**src/chc_cfg.svh**
```systemverilog
`ifndef CHC_CFG_SVH
`define CHC_CFG_SVH
`define CHC_CLK_PERIOD_NS 8
`define CHC_MS_NS 1000000
`define CHC_HOST_STATION 8'hFE
`define CHC_FUNC_HB 8'h1F
`define CHC_FUNC_TIMEOUT 8'h20
`define CHC_FUNC_PERIOD 8'h21
`define CHC_FUNC_PWRON 8'h60
`define CHC_FUNC_IO 8'h10
`define CHC_QUAL_ALL 8'h00
`define CHC_QUAL_OUT 8'h01
`define CHC_QUAL_IN 8'h02
`define CHC_HB_DATA 8'h00
`define CHC_DLC_BYTE 4'h1
`define CHC_DLC_PAIR 4'h2
`define CHC_DLC_WORD 4'h4
`define CHC_TIMEOUT_RST 32'h00000064
`define CHC_PERIOD_RST 32'h000003E8
`define CHC_MIN_MS 32'h0000000A
`define CHC_PWRON_RST 8'h00
`define CHC_SAFE_VALUE 8'h00
`define CHC_NV_TIMEOUT 2'h0
`define CHC_NV_PERIOD 2'h1
`define CHC_NV_PWRON 2'h2
`define CHC_HB_PERIOD_RST 32'h00000032
`define CHC_REG_CTRL 8'h00
`define CHC_REG_HB_PERIOD 8'h04
`define CHC_REG_CMD_HDR 8'h08
`define CHC_REG_CMD_LO 8'h0C
`define CHC_REG_CMD_HI 8'h10
`define CHC_REG_GO 8'h14
`define CHC_REG_STATUS 8'h18
`define CHC_REG_RESP_HDR 8'h1C
`define CHC_REG_RESP_LO 8'h20
`define CHC_REG_RESP_HI 8'h24
`define CHC_HDR_FUNC_LSB 0
`define CHC_HDR_STATION_LSB 8
`define CHC_HDR_QUAL_LSB 16
`define CHC_HDR_DLC_LSB 24
`define CHC_HDR_RTR_BIT 28
`define CHC_HDR_ACK_BIT 29
`define CHC_CTRL_HB_EN_BIT 0
`define CHC_STAT_BUSY_BIT 0
`define CHC_STAT_RESP_BIT 1
`endif

```
**src/chc_pkg.sv**
```systemverilog
package chc_pkg;
  typedef struct packed {
    logic ack;
    logic [7:0] func;
    logic [7:0] station;
    logic [7:0] qual;
    logic rtr;
    logic [3:0] dlc;
    logic [63:0] data;
  } chc_frame_s;

  typedef enum logic [1:0] {
    CHC_TX_IDLE = 2'b01,
    CHC_TX_BUSY = 2'b10
  } chc_tx_e;
endpackage

```
**src/chc_link_if.sv**
```systemverilog
`timescale 1ns/1ns
`default_nettype none
interface chc_link_if;
  logic m2s_valid;
  chc_pkg::chc_frame_s m2s_frame;
  logic s2m_valid;
  logic s2m_ready;
  chc_pkg::chc_frame_s s2m_frame;

  modport dev (input m2s_valid, input m2s_frame, input s2m_ready, output s2m_valid, output s2m_frame);
  modport host (output m2s_valid, output m2s_frame, output s2m_ready, input s2m_valid, input s2m_frame);
endinterface
`default_nettype wire

```
**src/chc_device.sv**
```systemverilog
// The register offsets and strobed register access are this design's own decisions.
`timescale 1ns/1ns
`default_nettype none
`include "chc_cfg.svh"
module chc_device #(
  parameter int unsigned CYC_PER_MS = `CHC_MS_NS / `CHC_CLK_PERIOD_NS
) (
  input wire logic i_sys_clk,
  input wire logic i_reset,
  chc_link_if.dev link,
  input wire logic [7:0] i_station_number,
  input wire logic [7:0] i_input_lines,
  input wire logic i_out_cmd_valid,
  input wire logic [7:0] i_out_cmd_value,
  input wire logic [7:0] i_nv_power_on_value,
  output logic [7:0] o_output_lines,
  output logic o_safe_mode,
  output logic o_nv_write,
  output logic [1:0] o_nv_sel,
  output logic [31:0] o_nv_data
);
  logic booted;
  logic [31:0] ms_cnt;
  logic [31:0] hb_ms;
  logic [31:0] timeout;
  logic [31:0] period;
  logic [7:0] rep_mode;
  logic [31:0] rep_ms;
  logic rep_pend;
  logic [7:0] out_value;
  logic [7:0] pwr_stored;
  logic safe;
  chc_pkg::chc_tx_e tx_state;
  chc_pkg::chc_frame_s tx_frame;

  logic next_booted;
  logic [31:0] next_ms_cnt;
  logic [31:0] next_hb_ms;
  logic [31:0] next_timeout;
  logic [31:0] next_period;
  logic [7:0] next_rep_mode;
  logic [31:0] next_rep_ms;
  logic next_rep_pend;
  logic [7:0] next_out_value;
  logic [7:0] next_pwr_stored;
  logic next_safe;
  chc_pkg::chc_tx_e next_tx_state;
  chc_pkg::chc_frame_s next_tx_frame;
  logic [7:0] next_output_lines;
  logic next_nv_write;
  logic [1:0] next_nv_sel;
  logic [31:0] next_nv_data;

  chc_pkg::chc_frame_s rx;
  chc_pkg::chc_frame_s resp;
  logic [31:0] rx_word;
  logic tick;
  logic hb_seen;
  logic mine;
  logic send_resp;

  assign link.s2m_valid = (tx_state == chc_pkg::CHC_TX_BUSY);
  assign link.s2m_frame = tx_frame;

  always_comb begin
    rx = link.m2s_frame;
    rx_word = rx.data[31:0];
    tick = (ms_cnt == 32'(CYC_PER_MS - 1));
    next_booted = 1'b1;
    next_ms_cnt = tick ? 32'h00000000 : ms_cnt + 32'h00000001;
    next_hb_ms = hb_ms;
    next_timeout = timeout;
    next_period = period;
    next_rep_mode = rep_mode;
    next_rep_ms = rep_ms;
    next_rep_pend = rep_pend;
    next_out_value = out_value;
    next_pwr_stored = pwr_stored;
    next_safe = safe;
    next_tx_state = tx_state;
    next_tx_frame = tx_frame;
    next_nv_write = 1'b0;
    next_nv_sel = o_nv_sel;
    next_nv_data = o_nv_data;
    send_resp = 1'b0;
    resp = rx;
    resp.ack = 1'b1;

    // power-on value is read from nonvolatile store once, at boot
    if (!booted) begin
      next_out_value = i_nv_power_on_value;
      next_pwr_stored = i_nv_power_on_value;
    end else if (i_out_cmd_valid && !safe) begin
      next_out_value = i_out_cmd_value;
    end

    // heartbeat supervision; counter saturates at the timeout
    hb_seen = link.m2s_valid && !rx.ack && rx.station == `CHC_HOST_STATION && rx.func == `CHC_FUNC_HB &&
              rx.qual == `CHC_QUAL_ALL && !rx.rtr && rx.dlc == `CHC_DLC_BYTE &&
              rx.data[7:0] == `CHC_HB_DATA;
    if (hb_seen) begin
      next_hb_ms = 32'h00000000;
      next_safe = 1'b0;
    end else if (tick && hb_ms < timeout) begin
      next_hb_ms = hb_ms + 32'h00000001;
    end
    if (!hb_seen && next_hb_ms >= timeout) begin
      next_safe = 1'b1;
    end

    // automatic status report timer
    if (period == 32'h00000000) begin
      next_rep_ms = 32'h00000000;
      next_rep_pend = 1'b0;
    end else if (tick) begin
      if (rep_ms + 32'h00000001 >= period) begin
        next_rep_ms = 32'h00000000;
        next_rep_pend = 1'b1;
      end else begin
        next_rep_ms = rep_ms + 32'h00000001;
      end
    end

    // commands are only taken while the transmitter is free; the far end sees no answer otherwise
    mine = link.m2s_valid && !rx.ack && rx.station == i_station_number &&
           tx_state == chc_pkg::CHC_TX_IDLE;
    if (mine) begin
      case (rx.func)
        `CHC_FUNC_TIMEOUT: begin
          if (rx.rtr && rx.dlc == `CHC_DLC_WORD) begin
            resp.rtr = 1'b0;
            resp.data = {32'h00000000, timeout};
            send_resp = 1'b1;
          end else if (!rx.rtr && rx.dlc == `CHC_DLC_WORD && rx.qual == `CHC_QUAL_ALL &&
                       rx_word >= `CHC_MIN_MS) begin
            next_timeout = rx_word;
            next_hb_ms = 32'h00000000;
            next_nv_write = 1'b1;
            next_nv_sel = `CHC_NV_TIMEOUT;
            next_nv_data = rx_word;
            send_resp = 1'b1;
          end
        end
        `CHC_FUNC_PERIOD: begin
          if (rx.rtr && rx.dlc == `CHC_DLC_WORD) begin
            resp.rtr = 1'b0;
            resp.data = {32'h00000000, period};
            send_resp = 1'b1;
          end else if (!rx.rtr && rx.dlc == `CHC_DLC_WORD && rx.qual <= `CHC_QUAL_IN &&
                       (rx_word == 32'h00000000 || rx_word >= `CHC_MIN_MS)) begin
            next_period = rx_word;
            next_rep_mode = rx.qual;
            next_rep_ms = 32'h00000000;
            next_rep_pend = 1'b0;
            next_nv_write = 1'b1;
            next_nv_sel = `CHC_NV_PERIOD;
            next_nv_data = rx_word;
            send_resp = 1'b1;
          end
        end
        `CHC_FUNC_PWRON: begin
          if (rx.qual == `CHC_QUAL_OUT && rx.dlc == `CHC_DLC_BYTE) begin
            if (rx.rtr) begin
              resp.rtr = 1'b0;
              resp.data = {56'h00000000000000, pwr_stored};
            end else begin
              // outputs keep their present value until the next power cycle
              next_pwr_stored = rx.data[7:0];
              next_nv_write = 1'b1;
              next_nv_sel = `CHC_NV_PWRON;
              next_nv_data = {24'h000000, rx.data[7:0]};
            end
            send_resp = 1'b1;
          end
        end
        default: begin
        end
      endcase
    end

    // transmitter: command answers go ahead of a waiting report
    case (tx_state)
      chc_pkg::CHC_TX_IDLE: begin
        if (send_resp) begin
          next_tx_frame = resp;
          next_tx_state = chc_pkg::CHC_TX_BUSY;
        end else if (rep_pend && period != 32'h00000000) begin
          next_tx_frame.ack = 1'b1;
          next_tx_frame.func = `CHC_FUNC_IO;
          next_tx_frame.station = i_station_number;
          next_tx_frame.qual = rep_mode;
          next_tx_frame.rtr = 1'b0;
          next_tx_frame.dlc = (rep_mode == `CHC_QUAL_ALL) ? `CHC_DLC_PAIR : `CHC_DLC_BYTE;
          next_tx_frame.data = {48'h000000000000, (rep_mode == `CHC_QUAL_ALL) ? i_input_lines : 8'h00,
                                (rep_mode == `CHC_QUAL_IN) ? i_input_lines : o_output_lines};
          // a period ending in this very cycle must not be lost
          next_rep_pend = tick && rep_ms + 32'h00000001 >= period;
          next_tx_state = chc_pkg::CHC_TX_BUSY;
        end
      end
      chc_pkg::CHC_TX_BUSY: begin
        if (link.s2m_ready) begin
          next_tx_state = chc_pkg::CHC_TX_IDLE;
        end
      end
      default: begin
        next_tx_state = chc_pkg::CHC_TX_IDLE;
      end
    endcase

    next_output_lines = next_safe ? `CHC_SAFE_VALUE : next_out_value;
  end

  always_ff @(posedge i_sys_clk) begin
    if (i_reset) begin
      booted <= 1'b0;
      ms_cnt <= 32'h00000000;
      hb_ms <= 32'h00000000;
      timeout <= `CHC_TIMEOUT_RST;
      period <= `CHC_PERIOD_RST;
      rep_mode <= `CHC_QUAL_ALL;
      rep_ms <= 32'h00000000;
      rep_pend <= 1'b0;
      out_value <= `CHC_PWRON_RST;
      pwr_stored <= `CHC_PWRON_RST;
      safe <= 1'b0;
      tx_state <= chc_pkg::CHC_TX_IDLE;
      tx_frame <= '0;
      o_output_lines <= `CHC_PWRON_RST;
      o_safe_mode <= 1'b0;
      o_nv_write <= 1'b0;
      o_nv_sel <= `CHC_NV_TIMEOUT;
      o_nv_data <= 32'h00000000;
    end else begin
      booted <= next_booted;
      ms_cnt <= next_ms_cnt;
      hb_ms <= next_hb_ms;
      timeout <= next_timeout;
      period <= next_period;
      rep_mode <= next_rep_mode;
      rep_ms <= next_rep_ms;
      rep_pend <= next_rep_pend;
      out_value <= next_out_value;
      pwr_stored <= next_pwr_stored;
      safe <= next_safe;
      tx_state <= next_tx_state;
      tx_frame <= next_tx_frame;
      o_output_lines <= next_output_lines;
      o_safe_mode <= next_safe;
      o_nv_write <= next_nv_write;
      o_nv_sel <= next_nv_sel;
      o_nv_data <= next_nv_data;
    end
  end
endmodule // chc_device
`default_nettype wire

```
**src/flat_wrapper.sv**
```systemverilog
// flat-port wrapper written by rule: the top's interface ports become plain ports
module chc_device_flat 
#(
  parameter int unsigned CYC_PER_MS = `CHC_MS_NS / `CHC_CLK_PERIOD_NS
)
  (i_sys_clk, i_reset, i_station_number, i_input_lines, i_out_cmd_valid, i_out_cmd_value, i_nv_power_on_value, o_output_lines, o_safe_mode, o_nv_write, o_nv_sel, o_nv_data, link_m2s_valid, link_m2s_frame, link_s2m_ready, link_s2m_valid, link_s2m_frame);
  chc_link_if link_i ();
  input wire logic i_sys_clk;
  input wire logic i_reset;
  input wire logic [7:0] i_station_number;
  input wire logic [7:0] i_input_lines;
  input wire logic i_out_cmd_valid;
  input wire logic [7:0] i_out_cmd_value;
  input wire logic [7:0] i_nv_power_on_value;
  output logic [7:0] o_output_lines;
  output logic o_safe_mode;
  output logic o_nv_write;
  output logic [1:0] o_nv_sel;
  output logic [31:0] o_nv_data;
  input wire logic [$bits(link_i.m2s_valid)-1:0] link_m2s_valid;
  input wire logic [$bits(link_i.m2s_frame)-1:0] link_m2s_frame;
  input wire logic [$bits(link_i.s2m_ready)-1:0] link_s2m_ready;
  output wire logic [$bits(link_i.s2m_valid)-1:0] link_s2m_valid;
  output wire logic [$bits(link_i.s2m_frame)-1:0] link_s2m_frame;
  assign link_i.m2s_valid = link_m2s_valid;
  assign link_i.m2s_frame = link_m2s_frame;
  assign link_i.s2m_ready = link_s2m_ready;
  assign link_s2m_valid = link_i.s2m_valid;
  assign link_s2m_frame = link_i.s2m_frame;
  chc_device #(.CYC_PER_MS(CYC_PER_MS)) u_core (.i_sys_clk(i_sys_clk), .i_reset(i_reset), .link(link_i), .i_station_number(i_station_number), .i_input_lines(i_input_lines), .i_out_cmd_valid(i_out_cmd_valid), .i_out_cmd_value(i_out_cmd_value), .i_nv_power_on_value(i_nv_power_on_value), .o_output_lines(o_output_lines), .o_safe_mode(o_safe_mode), .o_nv_write(o_nv_write), .o_nv_sel(o_nv_sel), .o_nv_data(o_nv_data));
endmodule
```
**config.mk**
```make
export PLATFORM = sky130hd
export DESIGN_NAME = chc_device_flat
export DESIGN_NICKNAME = d
export VERILOG_FILES = /design/src/chc_pkg.sv /design/src/chc_link_if.sv /design/src/chc_device.sv /design/src/flat_wrapper.sv
export VERILOG_INCLUDE_DIRS = /design/src /design/src/src
export SDC_FILE = /design/constraint.sdc
export NUM_CORES = 1
export LEC_CHECK = 0
export BUFFER_PORTS_ARGS = -buffer_cell sky130_fd_sc_hd__buf_4
export CAP_MARGIN = 20
export CORE_MARGIN = 4
export CORE_UTILIZATION = 30
export DETAILED_ROUTE_END_ITERATION = 7
export SLEW_MARGIN = 15
export SYNTH_ARGS = -nofsm -noshare
export SYNTH_HDL_FRONTEND = slang
export SYNTH_SLANG_ARGS = --single-unit
```
**constraint.sdc**
```tcl
create_clock -name i_sys_clk -period 5.4 [get_ports i_sys_clk]
set_clock_uncertainty 0.15 [all_clocks]
set_input_delay 0.81 -clock i_sys_clk [delete_from_list [all_inputs] [get_ports i_sys_clk]]
set_output_delay 0.81 -clock i_sys_clk [all_outputs]
set_load 0.1 [all_outputs]
```
==> metrics <==
Post-synth ARST share=0%; sequential share of the synthesized area=39.0%; Hold Slack=301 ps; Psw=1.28 mW; power share of the clock group=50.4%; Lkg Pwr=8.65 nW; unrepaired setup endpoints after global routing=false; compound-gate portion of the synthesized area=15.8%; share of the synthesized area in the top cell type=39.0%; maxcap violations=0; number of synthesized flops with an enable pin=0; status=completed; Tmin final=4940 ps; Final period util=91.4%; Worst Path Required=5740 ps; CTS sink count=326; Initial Util=30.3%; post-synthesis xor/xnor area fraction=6.75%; area grow syn2layout=24.7%; routed len/inst=19.5 um; largest net degree at the start of global routing=67; fraction of layout cells with a size suffix above 1=17.4%; Fin. Hold Viols=0; DR pass1 iterations=5; register bit total from synthesis=326; FF-to-FF Start=u_core.rep_ms[0]$_SDFF_PP0_; core area=0.0552 mm2; design area=0.0209 mm2; IO Count=270; Post-Synth Adder-Cell Area=7.33%; Num CTS Buffers=40; die height=244 um; final setup fails=0; syn_nets=2213; crit-path cells=ha_1 -> and3_1 -> nand3_1 -> or3_1 -> nor2_1 -> nand4_1 -> xnor2_1 -> ha_1 -> o21ai_0 -> o21bai_1 -> a2111oi_0 -> o21bai_1 -> a221o_1 -> or2_2 -> nor2_1; drc violations=0; vias=15387; pre-CTS setup slack=240 ps; H-tree lvl count=2; register share of total power=44.5%; pwr dens=262 mW/mm2; CTS tree=done; Clock transition at path regs=60 ps; most common library cells after synthesis=326 x dfxtp_1, 271 x nor2_1, 183 x nand2_1, 135 x a21oi_1, 98 x ha_1; area post-placement=0.0195 mm2; Multi-input gate area=0.00947 mm2; Via-to-Cell Ratio=5.15; switch share=23.5%; Iter 0 DRT Violations=954; initial antenna violation count=2; latest clock arrival within the worst-skew pair=570 ps; # fillers=5648; HP Start=u_core.o_nv_data[19]$_SDFFE_PP0P_; # hold bufs at CTS=0; vias in the first global route=14872; GPL Wtd Cong=0.903; CP Capture Type=flop; Worst-Margin Slew=1200 ps; Nets=2437; Hold Path Class=reg2reg; crit-path max FO=32; Slowest cell on crit path=or2_2; Die W=244 um; count leader, synth=dfxtp_1; clk root buf=clkbuf_16; worst setup margin=464 ps; Setup TNS=0 ps; final non-filler cell total=2986; DP HPWL=43800 um; launch point of the worst path=u_core.rep_ms[0]$_SDFF_PP0_; Max Fclk=203 MHz; Gate power share=5.1%; Die Footprint=0.0596 mm2; Reg area=0.00653 mm2; max incr delay on CP=570 ps; Slew HR=19.5%; Cell Int Power=4.18 mW; number of port buffers=269; syn_area_per_cell=8.43 um2; post-synthesis mux area share=3.43%; WL final=58100 um; Routed Antenna Nets=0; Final Max Tran Viols=0; main flop type after synthesis=dfxtp_1; Synth Cell Area=0.0167 mm2; warnings from Yosys=0; Netlist cell types=64; Synth Area in Simple Gates=23.0%; grt ovf=0; largest family of logic cells by synthesized area=simple AND/OR/NAND/NOR gates; Rows=86; Peak VDD IR=167 uV; Post-CTS Resized=0; CP arrival=5280 ps; Synth area leaders=dfxtp_1 39%, ha_1 7.3%, nor2_1 6.1%, xnor2_1 4.2%, nand2_1 4.1%; clk buf depth=3; Synth Instances=1984; GR Util All Layers=18.5%; CP Class=reg2reg; ANT cells=0; global-route wire length before repair=87900 um; CP Launch Type=flop; dominant cell type by area after synthesis=dfxtp_1; post-placement cell count=2912
final cells by class:
class,instances,area share (%)
Timing Repair Buffer,301,11.0
Sequential cell,326,31.3
Multi-Input combinational cell,1460,45.4
Tap cell,748,4.49
Inverter,79,1.42
Clock buffer,53,5.37
Clock inverter,19,1.06
per-layer routing:
| layer | part of all wire (%) | wire length, um | global-route usage [%] |
|---|---|---|---|
| met2 | 46 | 26500 | 30.7 |
| met3 | 8.5 | 4920 | 4.85 |
| met5 | 0.021 | 12 | 0 |
| met4 | 2.9 | 1710 | 5.86 |
| met1 | 43 | 25000 | 23.6 |
layout by cell type (no fill, tap or decap), types with 29 or more instances in the layout:
cell type	n
nand2_1	183
xnor2_1	80
xor2_1	49
inv_1	79
a22o_1	60
dfxtp_1	326
nor3_1	29
clkbuf_16	41
a21oi_1	135
mux2i_1	55
a211oi_1	75
nand4_1	49
and2_1	31
o21ai_0	39
nand3_1	66
buf_4	299
ha_1	98
nor2_1	271
metrics by stage:
| stage | power [mW] | util, % |
|---|---|---|
| floorplan | 2.60 | - |
| global placement | 2.76 | 35.2 |
| detailed placement | 2.77 | 35.3 |
| CTS | 5.54 | 37.8 |
| global route | 5.65 | 37.8 |
| finish | 5.47 | 37.8 |
power groups by stage:
stage,logic [mW],clock network (mW),registers [mW]
6_report,0.279,2.75,2.44
3_5_place_dp,0.279,0,2.49
3_3_place_gp,0.273,0,2.49
4_1_cts,0.280,2.83,2.44
2_1_floorplan,0.0879,0,2.51
5_1_grt,0.295,2.92,2.44
flip-flops by register name (all words and copies together), names as in the netlist:
signal / count
u_core.o_safe_mode: 1
u_core.o_nv_write: 1
u_core.rep_pend: 1
u_core.hb_ms: 32
u_core.o_output_lines: 8
u_core.period: 32
u_core.tx_state: 2
u_core.rep_mode: 8
u_core.o_nv_data: 32
u_core.timeout: 32
u_core.o_nv_sel: 2
u_core.out_value: 8
u_core.ms_cnt: 32
u_core.rep_ms: 32
u_core.pwr_stored: 8
u_core.link.s2m_frame: 94
u_core.booted: 1
worst paths after layout:
path,endpoint,slack (ps),depth (start not counted)
setup reg to reg,u_core.rep_ms[30]$_SDFF_PP0_,460,15
hold / removal,u_core.o_nv_data[19]$_SDFFE_PP0P_,300,2
hold reg to reg,u_core.o_nv_data[19]$_SDFFE_PP0P_,300,2
setup / recovery,u_core.rep_ms[30]$_SDFF_PP0_,460,15
worst max-delay path, delay by kind of cell, from the launching register on:
kind,cells,cell delay [ps]
XOR/XNOR,1,210
adder cells (fa/ha/maj),2,500
AO/OA/AOI/OAI,5,1280
flip-flops,1,410
AND/OR/NAND/NOR,7,2280
logic make-up (layout without fill, tap and decap cells):
group | after synthesis | after routing
AOI/OAI and AO/OA | 390 | 390
xor gates and xnor gates | 129 | 129
adders and majority gates | 98 | 98
buffers and inverters | 198 | 452
DFF | 326 | 326
muxes | 57 | 57
and+or+nand+nor | 786 | 786
timing repair:
item	4_1_cts	5_1_grt
buffers inserted	0	2
endpoints found under the hold margin	0	0
endpoints found under the setup margin	0	4
Power figures use the tool's default switching activity.
